--- src/common/modsynth_pkg.sv ---
// Constants, register map and carrier types for the modulator/synthesizer config bank
// Operation
// - Reset-control register at 0x00, resets 0x0000
// - Bit 0 write-only soft-reset trigger
// - Block-enable register at 0x01, resets 0xF67F
// - Bit 11 enables direct oscillator LO path
// - Bit 10 enables modulator and LO chain
// - Bit 9 enables quadrature divider
// - Bit 8 enables pre-divider external LO driver
// - Bit 7 enables post-divider external LO driver
// - Bits 6..1 enable six blocks, reset one
package modsynth_pkg;

  // ****************************************
  // Register map
  // ****************************************
  localparam int NREG   = 18;
  localparam int ADDR_W = 7;
  localparam int DATA_W = 16;
  localparam int IDX_W  = 5;

  localparam logic [IDX_W-1:0] IDX_RESET_TRIG = 5'h00;
  localparam logic [IDX_W-1:0] IDX_ENABLES    = 5'h01;
  localparam int               TRIGGER_BIT    = 0;

  // Index order: reset trigger, enables, int, frac, modulus, override mask,
  // pump, detector, oscillator, transformer, linearity, phase/polarity,
  // offset, detector timing, dither setup, dither seed, band, calibration
  localparam logic [NREG-1:0][ADDR_W-1:0] REG_ADDR = {
    7'h49, 7'h45, 7'h43, 7'h42, 7'h40, 7'h33, 7'h32, 7'h31, 7'h30,
    7'h22, 7'h21, 7'h20, 7'h10, 7'h04, 7'h03, 7'h02, 7'h01, 7'h00};

  localparam logic [NREG-1:0][DATA_W-1:0] REG_RESET = {
    16'h16bd, 16'h0000, 16'h0000, 16'h000e, 16'h0010, 16'h0000,
    16'h0900, 16'h1101, 16'h0000, 16'h2a03, 16'h000b, 16'h0c26,
    16'hf67f, 16'h0600, 16'h0128, 16'h002c, 16'hf67f, 16'h0000};

  // Writable bits; the trigger stores nothing
  localparam logic [NREG-1:0][DATA_W-1:0] REG_WMASK = {
    16'h3fff, 16'h3fff, 16'hffff, 16'h000f, 16'h007f, 16'hffff,
    16'h7fff, 16'h1fff, 16'h00ff, 16'hffff, 16'h007f, 16'h7c3f,
    16'h0ffe, 16'hffff, 16'hffff, 16'h0fff, 16'h0ffe, 16'h0000};

  // ****************************************
  // Block-enable field positions
  // ****************************************
  localparam int EN_VCO_DIRECT_LO = 11;
  localparam int EN_MOD_CHAIN     = 10;
  localparam int EN_QUAD_DIV      = 9;
  localparam int EN_EXT_LO_PRE    = 8;
  localparam int EN_EXT_LO_POST   = 7;
  localparam int EN_OSC_MUX       = 6;
  localparam int EN_REF_BUF       = 5;
  localparam int EN_OSC           = 4;
  localparam int EN_OSC_DIV       = 3;
  localparam int EN_PUMP          = 2;
  localparam int EN_OSC_REG       = 1;

  // ****************************************
  // Serial frame timing
  // ****************************************
  localparam logic [4:0] HDR_LAST  = 5'd7;
  localparam logic [4:0] DATA_LAST = 5'd15;
  localparam logic [4:0] DATA_BITS = 5'd16;

  typedef struct packed {
    logic vco_direct_lo_enable;
    logic modulator_chain_enable;
    logic quadrature_divider_enable;
    logic ext_lo_pre_divider_drive;
    logic ext_lo_post_divider_drive;
    logic oscillator_mux_on;
    logic reference_buffer_on;
    logic oscillators_on;
    logic oscillator_dividers_on;
    logic charge_pump_on;
    logic oscillator_regulator_on;
  } block_enables_t;

  typedef struct packed {
    logic             en;
    logic [IDX_W-1:0] idx;
    logic [DATA_W-1:0] data;
  } reg_write_t;

  typedef enum logic [2:0] {
    SP_IDLE, SP_HEADER, SP_WDATA, SP_RDATA, SP_HOLD
  } spi_state_t;

  // Hit flag on top, register index below
  function automatic logic [IDX_W:0] addr_lookup(input logic [ADDR_W-1:0] a);
    logic [IDX_W:0] r;
    r = '0;
    for (int i = 0; i < NREG; i++) begin
      if (REG_ADDR[i] == a) begin
        r = {1'b1, IDX_W'(i)};
      end
    end
    return r;
  endfunction : addr_lookup

  function automatic block_enables_t decode_enables(input logic [DATA_W-1:0] w);
    block_enables_t e;
    e.vco_direct_lo_enable      = w[EN_VCO_DIRECT_LO];
    e.modulator_chain_enable    = w[EN_MOD_CHAIN];
    e.quadrature_divider_enable = w[EN_QUAD_DIV];
    e.ext_lo_pre_divider_drive  = w[EN_EXT_LO_PRE];
    e.ext_lo_post_divider_drive = w[EN_EXT_LO_POST];
    e.oscillator_mux_on         = w[EN_OSC_MUX];
    e.reference_buffer_on       = w[EN_REF_BUF];
    e.oscillators_on            = w[EN_OSC];
    e.oscillator_dividers_on    = w[EN_OSC_DIV];
    e.charge_pump_on            = w[EN_PUMP];
    e.oscillator_regulator_on   = w[EN_OSC_REG];
    return e;
  endfunction : decode_enables

endpackage : modsynth_pkg

--- src/rtl/modsynth_reg_store.sv ---
// Register storage with reset values, write masking and registered read
`timescale 1ns/1ps
`default_nettype none
module modsynth_reg_store
  import modsynth_pkg::*;
(
  input  wire logic                         mclk,
  input  wire logic                         rst_n,
  input  wire logic                         soft_clr,
  input  wire reg_write_t                   wr,
  input  wire logic                         rd_hit,
  input  wire logic [IDX_W-1:0]             rd_idx,
  output logic      [DATA_W-1:0]            rd_data_q,
  output logic      [NREG-1:0][DATA_W-1:0]  regs_q
);

  // ****************************************
  // Write merge
  // ****************************************
  wire logic [DATA_W-1:0] wmask   = REG_WMASK[wr.idx];
  wire logic [DATA_W-1:0] wmerged = (wr.data & wmask) | (REG_RESET[wr.idx] & ~wmask);
  wire logic              rd_wo   = (rd_idx == IDX_RESET_TRIG);

  always_ff @(posedge mclk or negedge rst_n) begin
    if (!rst_n) begin
      regs_q <= REG_RESET;
    end else if (soft_clr) begin
      regs_q <= REG_RESET;
    end else if (wr.en) begin
      regs_q[wr.idx] <= wmerged;
    end
  end

  // Trigger register is write-only and unmapped reads give zero
  always_ff @(posedge mclk or negedge rst_n) begin
    if (!rst_n) begin
      rd_data_q <= '0;
    end else begin
      rd_data_q <= (rd_hit && !rd_wo) ? regs_q[rd_idx] : '0;
    end
  end

endmodule : modsynth_reg_store
`default_nettype wire

--- src/rtl/modsynth_cfg_top.sv ---
// Serial-port configuration bank of the modulator/synthesizer
`timescale 1ns/1ps
`default_nettype none
module modsynth_cfg_top
  import modsynth_pkg::*;
(
  input  wire logic                        mclk,
  input  wire logic                        rst_n,
  input  wire logic                        spi_clk,
  input  wire logic                        spi_cs_n,
  input  wire logic                        spi_data_in,
  output logic                             spi_data_out,
  output logic                             spi_data_oe,
  output block_enables_t                   block_enables,
  output logic     [NREG-1:0][DATA_W-1:0]  cfg_words
);

  // ****************************************
  // Pin synchronisers
  // ****************************************
  // Serial clock must run at most mclk/8 so each edge is seen
  logic [2:0] sclk_q;
  logic [1:0] cs_q;
  logic [1:0] din_q;

  always_ff @(posedge mclk or negedge rst_n) begin
    if (!rst_n) begin
      sclk_q <= '0;
      cs_q   <= 2'b11;
      din_q  <= '0;
    end else begin
      sclk_q <= {sclk_q[1:0], spi_clk};
      cs_q   <= {cs_q[0], spi_cs_n};
      din_q  <= {din_q[0], spi_data_in};
    end
  end

  wire logic sclk_rise = sclk_q[1] & ~sclk_q[2];
  wire logic sclk_fall = ~sclk_q[1] & sclk_q[2];
  wire logic cs_idle   = cs_q[1];
  wire logic din       = din_q[1];

  // ****************************************
  // Frame state
  // ****************************************
  spi_state_t         state_q;
  spi_state_t         state_d;
  logic [4:0]         cnt_q;
  logic [4:0]         cnt_d;
  logic [DATA_W-1:0]  sh_q;
  logic [DATA_W-1:0]  sh_d;
  logic [IDX_W-1:0]   idx_q;
  logic               hit_q;
  logic               out_q;
  logic               oe_q;
  logic               out_d;
  logic               oe_d;
  reg_write_t         wr_q;
  reg_write_t         wr_d;
  logic               clr_q;
  logic               clr_d;
  block_enables_t     enables_q;
  logic [DATA_W-1:0]  rd_data;

  // Header is read/write bit then seven address bits, MSB first
  wire logic [7:0]       header   = {sh_q[6:0], din};
  wire logic [IDX_W:0]   lookup   = addr_lookup(header[6:0]);
  wire logic [DATA_W-1:0] wdata   = {sh_q[14:0], din};
  wire logic             hdr_done = sclk_rise && (cnt_q == HDR_LAST);
  wire logic             dat_done = sclk_rise && (cnt_q == DATA_LAST);
  wire logic             trig_hit = (idx_q == IDX_RESET_TRIG) && wdata[TRIGGER_BIT];

  always_comb begin
    state_d = state_q;
    cnt_d   = cnt_q;
    sh_d    = sh_q;
    out_d   = out_q;
    oe_d    = oe_q;
    wr_d    = '0;
    clr_d   = 1'b0;
    if (cs_idle) begin
      state_d = SP_IDLE;
      cnt_d   = '0;
      oe_d    = 1'b0;
      out_d   = 1'b0;
    end else begin
      unique case (state_q)
        SP_IDLE: begin
          state_d = SP_HEADER;
          cnt_d   = '0;
        end
        SP_HEADER: begin
          if (hdr_done) begin
            cnt_d   = '0;
            state_d = header[7] ? SP_RDATA : SP_WDATA;
          end else if (sclk_rise) begin
            sh_d  = {sh_q[14:0], din};
            cnt_d = cnt_q + 5'd1;
          end
        end
        SP_WDATA: begin
          if (dat_done) begin
            state_d  = SP_HOLD;
            // Unmapped writes vanish
            wr_d.en   = hit_q;
            wr_d.idx  = idx_q;
            wr_d.data = wdata;
            clr_d     = hit_q && trig_hit;
          end else if (sclk_rise) begin
            sh_d  = {sh_q[14:0], din};
            cnt_d = cnt_q + 5'd1;
          end
        end
        SP_RDATA: begin
          if (sclk_fall && cnt_q == '0) begin
            out_d = rd_data[DATA_W-1];
            oe_d  = 1'b1;
            sh_d  = {rd_data[DATA_W-2:0], 1'b0};
            cnt_d = 5'd1;
          end else if (sclk_fall && cnt_q != DATA_BITS) begin
            out_d = sh_q[DATA_W-1];
            sh_d  = {sh_q[DATA_W-2:0], 1'b0};
            cnt_d = cnt_q + 5'd1;
          end
        end
        SP_HOLD: begin
          state_d = SP_HOLD;
        end
      endcase
    end
  end

  always_ff @(posedge mclk or negedge rst_n) begin
    if (!rst_n) begin
      state_q <= SP_IDLE;
      cnt_q   <= '0;
      sh_q    <= '0;
      out_q   <= 1'b0;
      oe_q    <= 1'b0;
      wr_q    <= '0;
      clr_q   <= 1'b0;
    end else begin
      state_q <= state_d;
      cnt_q   <= cnt_d;
      sh_q    <= sh_d;
      out_q   <= out_d;
      oe_q    <= oe_d;
      wr_q    <= wr_d;
      clr_q   <= clr_d;
    end
  end

  // Address latched at end of header; read word is ready long before first fall
  always_ff @(posedge mclk or negedge rst_n) begin
    if (!rst_n) begin
      idx_q <= '0;
      hit_q <= 1'b0;
    end else if (state_q == SP_HEADER && hdr_done) begin
      idx_q <= lookup[IDX_W-1:0];
      hit_q <= lookup[IDX_W];
    end
  end

  // ****************************************
  // Storage
  // ****************************************
  modsynth_reg_store u_store (
    .mclk      (mclk),
    .rst_n     (rst_n),
    .soft_clr  (clr_q),
    .wr        (wr_q),
    .rd_hit    (hit_q),
    .rd_idx    (idx_q),
    .rd_data_q (rd_data),
    .regs_q    (cfg_words)
  );

  // ****************************************
  // Block enables
  // ****************************************
  always_ff @(posedge mclk or negedge rst_n) begin
    if (!rst_n) begin
      enables_q <= decode_enables(REG_RESET[IDX_ENABLES]);
    end else begin
      enables_q <= decode_enables(cfg_words[IDX_ENABLES]);
    end
  end

  assign block_enables = enables_q;
  assign spi_data_out  = out_q;
  assign spi_data_oe   = oe_q;

endmodule : modsynth_cfg_top
`default_nettype wire

--- config.mk ---
export PLATFORM = sky130hd
export DESIGN_NAME = modsynth_cfg_top
export DESIGN_NICKNAME = d
export VERILOG_FILES = /design/src/common/modsynth_pkg.sv /design/src/rtl/modsynth_reg_store.sv /design/src/rtl/modsynth_cfg_top.sv
export SDC_FILE = /design/constraint.sdc
export NUM_CORES = 1
export LEC_CHECK = 0
export BUFFER_PORTS_ARGS = -buffer_cell sky130_fd_sc_hd__buf_2
export CAP_MARGIN = 20
export CORE_ASPECT_RATIO = 1.5
export CORE_MARGIN = 2
export CORE_UTILIZATION = 51
export DETAILED_ROUTE_END_ITERATION = 8
export HOLD_SLACK_MARGIN = 0.06
export PLACE_DENSITY = 0.71
export SLEW_MARGIN = 10
export SYNTH_ARGS = -nofsm -noshare
export SYNTH_HDL_FRONTEND = slang
export SYNTH_SLANG_ARGS = --single-unit
--- constraint.sdc ---
create_clock -name mclk -period 3.59 [get_ports mclk]
set_input_delay 0.359 -clock mclk [delete_from_list [all_inputs] [get_ports mclk]]
set_output_delay 0.359 -clock mclk [all_outputs]
set_load 0.03 [all_outputs]
Yosys cells after proc, flatten, opt, wreduce, memory -nomap -nowiden --
Memory sizes are Yosys's and may differ from the RTL's. Cells that the tools add are included.
Storage, ports and cells: flip-flop bits (word level) 377, ROM bits 1024, input bits 5, output and inout port bits 301, logic and storage cells 175, memories kept 2
Memories:
- (name not given) | depth 32, bits a word 16, rd ports 1, clocked after Yosys merged registers in 0, wr ports 0, line modsynth_reg_store.sv:20 | wire logic [DATA_W-1:0] wmask = REG_WMASK[wr.idx];
- (name not given) | depth 32, bits a word 16, rd ports 1, clocked after Yosys merged registers in 0, wr ports 0, line modsynth_reg_store.sv:21 | wire logic [DATA_W-1:0] wmerged = (wr.data & wmask) | (REG_RESET[wr.idx] & ~wmask);
Operators by class: add/sub/neg operators 1, $lt $le $gt $ge 3, equality and inequality tests 31, muxes and demuxes 59, bitwise gates (word level) 9, reductions and logical operators 26
Operator list (count):
- 2-to-1 mux 288 bit | 2
- bitwise mux 288 bit | 1
- 2-to-1 mux 16 bit | 10
- 2-to-1 mux 6 bit | 18
- binary-select mux 16 bit (select 5 bit) | 1
- demux 16 bit (select 5 bit) | 1
- 2-to-1 mux 22 bit | 3
- == test 6 x 7 -> 1 bit, first input constant | 7
- one-hot mux 16 bit (3 select lines) | 1
- == test 7 bit, first input constant | 5
- bitwise AND 16 bit | 2
- 2-to-1 mux 5 bit | 6
- one-hot mux 5 bit (4 select lines) | 1
- inverter 16 bit | 1
- bitwise OR 16 bit | 1
- == test 2 x 7 -> 1 bit, first input constant | 2
- less-than comparator 5 x 6 -> 1 bit, second input constant | 2
- != test 3 bit, second input constant | 4
- one-hot mux 3 bit (4 select lines) | 1
- 2-to-1 mux 1 bit | 11
- zero test 5 bit | 2
- nonzero test 5 bit | 2
- logical AND 1 bit | 9
- 2-to-1 mux 3 bit | 3
- 23 further kinds | 33

Depth between registers and ports, before layout --
Gate-level depths: netlist of the first run.
depth in word-level cells 19, gate-level depth with buffers 9, gate-level depth less buffers 7

Hierarchy --
A second synthesis of the first run with hierarchy kept.
Unflattened totals: cells, all modules 1617, area, all modules 17648.2 sq um
Modules (own cells, without submodules):
- modsynth_reg_store | instances 1, cells an instance 1352, area each 14403.8 sq um, seq. area each 7688.6 sq um
- modsynth_cfg_top | instances 1, cells an instance 265, area each 3244.4 sq um, seq. area each 1839.3 sq um

Worst setup path before layout of the first run --
OpenSTA, ideal clock, no wires.
path type reg-to-reg, start register wr_q[17] in the netlist's numbering, end register u_store.regs_q[121] in the netlist's numbering, library setup time 131 ps, arrival 2113 ps, required time 3459 ps, setup slack 1346 ps, cell stages (with the launch flop) 9, path buffers 1, period minus slack after synthesis 2244 ps, path through dfrtp_1 inv_1 ha_1 a21boi_1 a21o_1 nor2_1 mux2i_1 buf_2 o21ai_0
On the way: word-level cells in the longest chain between the ends 8, elaborated cells on any way between the ends 16, those cells by class order compare: 2; mux: 7; bitwise: 4; reduce/logical: 1; memory: 2
Ends and longest elaborated chain:
- from (decl) | line modsynth_cfg_top.sv:58 | reg_write_t wr_q;
- from (signal assigned) | line modsynth_cfg_top.sv:148 | wr_q <= wr_d;
- memory (32 x 16 bit)
- 2-to-1 mux 16 bit (implied by the code) | line modsynth_reg_store.sv:20
- inverter 16 bit | line modsynth_reg_store.sv:21
- bitwise AND 16 bit | line modsynth_reg_store.sv:21
- bitwise OR 16 bit | line modsynth_reg_store.sv:21
- bitwise mux 288 bit (*) | line modsynth_reg_store.sv:30 | regs_q[wr.idx] <= wmerged;
- 2-to-1 mux 288 bit (*) | line modsynth_reg_store.sv:29 | end else if (wr.en) begin
- 2-to-1 mux 288 bit (*) | line modsynth_reg_store.sv:27 | end else if (soft_clr) begin
- to (signal, indexed assignment) | line modsynth_reg_store.sv:30
- to (decl) | line modsynth_reg_store.sv:14 | output logic [NREG-1:0][DATA_W-1:0] regs_q
Every way passes the cells marked *; elsewhere a longest branch is shown, timed or not. The select of a mux whose other input is x is not followed. A chain may end at the register's enable or synchronous reset.

Final worst setup path of the first run --
start register idx_q[0], end register u_store.rd_data_q[15]
On the way: word-level cells in the longest chain between the ends 4, elaborated cells on any way between the ends 6, those cells by class mux: 3; reduce/logical: 3
Ends and longest elaborated chain:
- from (decl) | line modsynth_cfg_top.sv:52 | logic [IDX_W-1:0] idx_q;
- from (signal assigned) | line modsynth_cfg_top.sv:159 | idx_q <= lookup[IDX_W-1:0];
- parallel branches: the longest is 3 deep, another holds binary-select mux 16 bit (select 5 bit)
- 2-to-1 mux 16 bit (*) | line modsynth_reg_store.sv:39 | rd_data_q <= (rd_hit && !rd_wo) ? regs_q[rd_idx] : '0;
- to (signal assigned) | line modsynth_reg_store.sv:39
- to (decl) | line modsynth_reg_store.sv:13 | output logic [DATA_W-1:0] rd_data_q,
Every way passes the cells marked *. The select of a mux whose other input is x is not followed.

==> impl_results.md, run 1 <==
* Setup WS pre-CTS at 0.767 ns
* Pwr Total at 8.61 mW
* Starting Density at 0.519
* Yosys reg bits at 377
* CTS tree: yes
* Cell leakage power at 9.64 nW
* Crit Path Class: flop to flop
* Initial antenna violation count at 1
* Worst hold slack at 0.356 ns
* Hold Path Class: flop to flop
* CTS Buffer Depth at 3
* Yosys cell types at 69
* Routed Antenna Nets at 0
* Vias/cell at 6.45
* Die span in x at 153 µm
* Setup bufs post-CTS at 0
* Synthesized Nets at 1,539
* Fraction of registers with async set/reset at 1.00
* RSZ-0062 raised after global routing: false
* Fin crit period at 2.91 ns
* Synthesized area per cell at 11.1 µm²
* Cell Pwr Density at 422 mW/mm²
* Worst Setup SP: idx_q[0]
* Fill cell count at 2,670
* Die Footprint at 0.0347 mm²
* Reg2reg path depth at 5
* Sequential element share of the synthesized area at 0.562
* Setup Viol. Count Final at 0
* DRC at 0
* Largest net degree at the start of global routing at 109
* Detailed placement HPWL at 45.5 mm
* Top cells by area, synth: dfrtp_1 (45%), dfstp_2 (12%), mux4_2 (8.9%)
* Worst R2R Start: idx_q[0]
* Final WS setup at 0.678 ns
* Data arrival, critical path at 3.30 ns
* Setup TNS at 0 ns
* Synth Warn # at 0
* IO buf count at 305
* Reg-to-Reg End: u_store.rd_data_q[15]
* Placer Congestion at 0.986
* Peak VDD IR at 0.000410 V
* Cell Chain, Critical Path: buf_4, mux4_2, mux2i_1, o22a_1, o21ai_0
* Count of final hold-check violations at 0
* Worst endpoint required time at 3.98 ns
* # IOs at 306
* Tot GR Track Use at 0.363
* GR Overflow Total at 0
* # diodes at 0
* CP Capture Type: flop
* Worst rel slew slack at 0.240
* Worst-skew pair later-pin latency at 0.55 ns
* Hold_buf cts at 4
* Clock-pin slew on the worst setup and hold paths at 0.06 ns
* WL/cell at 28.2 µm
* Post-CTS Resized at 0
* Critical path fanouts, max at 44
* Gate Count Post-Synth at 1,524
* Area grow syn2layout at 20.2%
* Max-cap violations at 0
* CP Launch Type: flop
* Status: complete, no violations
* Clk sink count at 377
* Min-Delay Path Depth at 0
* First-pass GRT wire length at 93.5 mm
* Drt initial violations at 1,439
* Max incr delay on CP at 1.02 ns
* R2R Setup Slk at 0.68 ns
* Fmax at 343 MHz
* Net count, final at 1,838
* Vias in the first global route at 14,328
* Tcrit/Tclk final at 0.811
* Top-area cell type share of the netlist area at 0.446
* Synthesized area at 0.0170 mm²
* H-tree levels at 2
* Crit path to: u_store.rd_data_q[15]
* DR vias at 14,617
* Slew Limit Fails at 0
* Most area-hungry cell type in the Yosys netlist: dfrtp_1
* Cell Rows at 81
* Core area at 0.0326 mm²
* Slew @ Worst Pin at 1.14 ns
* Slowest CP cell: dfrtp_4
* DRT Wirelength at 63.8 mm
* Post-synth EDFFs at 0
* CTS root buf: clkbuf_16
* First drt pass iteration count at 6
* Die H at 227 µm
* TritonCTS Buffers at 37
* Predominant post-synthesis flop cell: dfrtp_1
* Worst clock skew at 0.0154 ns
* Fraction of layout cells with a size suffix above 1 at 0.319
logic make-up after synthesis:
| group | synth area share |
|---|---|
| XOR/XNOR | 0.00103 |
| multiplexers | 0.130 |
| adder cells (fa/ha/maj) | 0.00738 |
| buffers and inverters | 0.0356 |
| AND/OR/NAND/NOR | 0.117 |
| flip-flops | 0.562 |
| AO/OA/AOI/OAI | 0.147 |
registers in the layout (all words and copies together), names as in the netlist, 3 cells and up:
| register | count |
|---|---|
| u_store.rd_data_q | 16 |
| sh_q | 16 |
| state_q | 3 |
| wr_q | 22 |
| cnt_q | 5 |
| block_enables | 11 |
| u_store.regs_q | 288 |
| sclk_q | 3 |
| idx_q | 5 |
how the worst min path moves through the flow:
stage / start / end / slack, ns
after floorplan: rst_n / block_enables[10] / 0.06
after global placement: din_q[0] / din_q[1] / 0.34
after detailed placement: din_q[0] / din_q[1] / 0.34
after CTS: din_q[0] / din_q[1] / 0.36
after global routing: din_q[0] / din_q[1] / 0.36
final: din_q[0] / din_q[1] / 0.36
power by group:
group	switching (mW)	internal [mW]
registers	0.0585	4.27
clock network	1.73	2.34
logic	0.135	0.0661
placed cells by master (no fill, tap or decap), types with 4 or more instances in the layout:
master	n
clkbuf_16	37
dfstp_2	75
o22ai_1	10
nand2_1	226
o211ai_1	5
mux2i_1	64
o22a_1	22
mux4_2	67
o31ai_1	5
clkinv_2	8
dfrtp_1	299
nor3_1	10
and2_1	31
mux2i_2	4
buf_2	304
ha_1	10
o21ai_0	194
a22o_1	31
o21ai_1	32
clkbuf_8	10
buf_4	55
nor2b_1	15
nand2b_1	13
a31oi_1	9
a21o_1	7
inv_1	28
or3_1	6
clkbuf_1	7
a21oi_1	74
nand3_1	13
buf_12	6
dlygate4sd3_1	4
and3_1	8
nor2_1	89
synth_stat cells (9+ instances only):
library cell and instances:
nand2b_1 13, o21ai_1 32, clkbuf_1 70, nor3_1 10, a22o_1 31, ha_1 10, mux2i_1 68, dfrtp_1 302
nand3_1 13, a31oi_1 9, nor2b_1 15, o22a_1 22, inv_1 28, buf_2 29, a21oi_1 74, o21ai_0 194
o22ai_1 10, dfstp_2 75, nand2_1 226, and2_1 31, mux4_2 67, nor2_1 89
routing by layer:
layer,track usage,share of wire
met3,0.0914,0.098
met2,0.600,0.49
met4,0.188,0.060
met5,0,0
met1,0.445,0.35
stage by stage:
| stage | area (µm²) | cells | util |
|---|---|---|---|
| 2_1_floorplan | 17000 | 1524 | - |
| 3_5_place_dp | 19100 | 2195 | 0.585 |
| 6_report | 20400 | 2267 | 0.624 |
| 5_1_grt | 20400 | 2267 | 0.624 |
| 4_1_cts | 20400 | 2267 | 0.624 |
| 3_3_place_gp | 19100 | 2194 | 0.584 |
layout make-up:
class	count	area, µm²	share of cell area
tap	415	519	0.0255
clock inverter	14	168	0.00823
multi-input combinational	1008	6840	0.336
sequential	377	9530	0.468
inverter	28	105	0.00516
timing repair buffer	371	2120	0.104
clock buffer	54	1090	0.0535
critical path, delay by kind of cell, from the launching register on:
| kind | cells | cell delay (ns) |
|---|---|---|
| flip-flops | 1 | 1.02 |
| multiplexers | 2 | 0.86 |
| AO/OA/AOI/OAI | 2 | 0.42 |
| buffers and inverters | 1 | 0.35 |
Note: power is estimated with default switching activity, not from simulation.
==> run 2, diff against run 1 <==
Settings changed: PLACE_DENSITY 0.71 to 0.74.
Clock period 3.59 ns to 2.55 ns, I/O delays scaled along.
==> impl_results.md, run 2 (synthesis gave the netlist of run 1 again) <==
* Status: complete, no violations
* CTS tree: yes
* Slew @ Worst Pin at 1.11 ns (-0.0278 ns)
* Sw Share at 0.220 (-0.00312)
* Max incr delay on CP at 0.56 ns (-0.46 ns)
* Most common cell after layout, fill and taps aside: buf_2
* Worst clock skew at 0.0290 ns (+0.0136 ns)
* Data arrival, critical path at 2.84 ns (-0.46 ns)
* RSZ-0062 raised after global routing: false
* Fin crit period at 2.43 ns (-0.483 ns)
* # IOs at 306 (unchanged)
* Worst Setup SP: wr_q[18]
* CP Capture Type: flop
* Critical path fanouts, max at 17 (-61%)
* Tot GR Track Use at 0.362 (-0.00134)
* # diodes at 0 (unchanged)
* Initial antenna violation count at 1 (unchanged)
* Hold Path Class: primary input to asynchronous set/reset pin
* Setup TNS at 0 ns (unchanged)
* DRT Wirelength at 63.6 mm (-0.34%)
* Placed cells at 2,248 (+2.4%)
* Final WS setup at 0.121 ns (-0.557 ns)
* Vias/cell at 6.34 (-1.7%)
* Sw power at 2.71 mW (+41%)
* First-pass GRT wire length at 94.0 mm (+0.64%)
* Crit Path Class: flop to flop
* Worst endpoint required time at 2.97 ns (-1.01 ns)
* Setup WS pre-CTS at 0.00164 ns (-0.765 ns)
* Clk sink count at 377 (unchanged)
* Cell Rows at 81 (unchanged)
* Top flop regs: u_store.regs_q x288, wr_q x22
* Clk pwr share at 0.482 (+0.008)
* Slew Limit Fails at 0 (unchanged)
* Fraction of layout cells with a size suffix above 1 at 0.341 (+0.0219)
* CP Launch Type: flop
* Register with the most flip-flops: u_store.regs_q
* TritonCTS Buffers at 38 (+2.7%)
* Register area at 0.00953 mm² (unchanged)
* CTS root buf: clkbuf_16
* IO buf count at 305 (unchanged)
* DRC at 0 (unchanged)
* Die span in x at 153 µm (unchanged)
* Placer Congestion at 1.03 (+4.7%)
* Fmax at 412 MHz (+20%)
* Setup Viol. Count Final at 0 (unchanged)
* Worst R2R Start: wr_q[18]
* Design area at 0.0209 mm² (+2.6%)
* Core area at 0.0326 mm² (unchanged)
* Most frequent cells in the layout: buf_2 (304), dfrtp_1 (299), nand2_1 (226), o21ai_0 (194), buf_4 (108)
* First drt pass iteration count at 7 (+1)
* Largest net degree at the start of global routing at 74 (-32%)
* Max-cap violations at 0 (unchanged)
* Net count, final at 1,895 (+3.1%)
* Count of final hold-check violations at 0 (unchanged)
* Cell leakage power at 9.90 nW (+2.7%)
* Vias in the first global route at 14,232 (-0.67%)
* Cell Chain, Critical Path: buf_4, nor2_1, and3_1, o211ai_1, o21ai_1, buf_4, o21ai_0
* Routed Antenna Nets at 0 (unchanged)
* Placed Instance Area at 0.0195 mm² (+2.4%)
* WL/cell at 27.4 µm (-2.8%)
* Peak VDD IR at 0.000455 V (+11%)
* Worst rel slew slack at 0.255 (+0.0158)
* Detailed placement HPWL at 45.2 mm (-0.47%)
* GR Overflow Total at 0 (unchanged)
* Die H at 227 µm (unchanged)
* Core Util, Final at 0.641 (+0.0161)
* Drt initial violations at 1,403 (-2.5%)
* Logic gate share of total power at 0.023 (about the same)
* Area grow syn2layout at 23.3%
* Fill cell count at 2,587 (-3.1%)
* Die Footprint at 0.0347 mm² (unchanged)
* Largest register FFs at 288 (unchanged)
* Finished Layout Cells at 2,324 (+2.5%)
* Clock-pin slew on the worst setup and hold paths at 0.06 ns (about the same)
* Internal power at 9.59 mW (+44%)
* Most used cell, CP: buf_4
* Worst-skew pair later-pin latency at 0.55 ns (about the same)
* CTS Buffer Depth at 3 (unchanged)
* Sequential power share at 0.495 (-0.008)
* Cell Pwr Density at 588 mW/mm² (+39%)
* H-tree levels at 2 (unchanged)
* Tcrit/Tclk final at 0.953 (+0.142)
* Slowest CP cell: dfrtp_1
* Area taken by multi-input logic gates at 0.00685 mm² (+0.15%)
* Starting Density at 0.519 (unchanged)
* DR vias at 14,728 (+0.76%)
==> run 2: path summary, 6_finish.rpt <==
path,cells after the start,endpoint,slack [ns]
setup reg to reg,7,u_store.regs_q[193],0.12
setup / recovery,7,u_store.regs_q[193],0.12
hold reg to reg,0,din_q[1],0.36
max in group asynchronous,3,u_store.regs_q[86],1.36
hold / removal,2,u_store.regs_q[138],0.27
min in group mclk,0,din_q[1],0.36
==> run 2: power by group through the flow <==
stage	clock (mW)	sequential, mW	combinational [mW]
after floorplan	0	6.14	0.164
after global placement	0	6.19	0.276
after detailed placement	0	6.19	0.284
after CTS	5.95	6.09	0.289
after global routing	6.21	6.09	0.324
final	5.93	6.09	0.283
==> run 2: metrics by stage <==
step           power (mW)  hold slack [ns]
2_1_floorplan        6.30          -0.0406
3_3_place_gp         6.47            0.276
3_5_place_dp         6.48            0.283
4_1_cts              12.3            0.310
5_1_grt              12.6            0.337
6_report             12.3            0.269
==> run 2: metal layers <==
metal / GRT usage / vias to the layer above / share of wire
li1: - / 6105 / -
met1: 0.470 / 7369 / 0.36
met2: 0.590 / 1048 / 0.49
met3: 0.0682 / 204 / 0.097
met4: 0.177 / 2 / 0.056
met5: 0 / - / 0.00017
==> run 2: worst max-delay path: cells and delay by family (launching register included) <==
kind,cells,cell delay [ns]
buffers and inverters,2,0.57
flip-flops,1,0.56
AO/OA/AOI/OAI,3,0.49
AND/OR/NAND/NOR,2,0.68
==> run 2: cell type report <==
type                       count  share of cell area
clock buffer                  51              0.0512
clock inverter                18              0.0113
inverter                      28             0.00503
multi-input combinational   1008               0.328
sequential                   377               0.456
tap                          415              0.0248
timing repair buffer         427               0.124
==> run 2: repair_timing <==
item	in CTS	in global routing
setup buffers	2	0
hold buffers	4	0
setup endpoints to repair	1	8
gates resized for setup	0	1
hold endpoints to repair	61	0
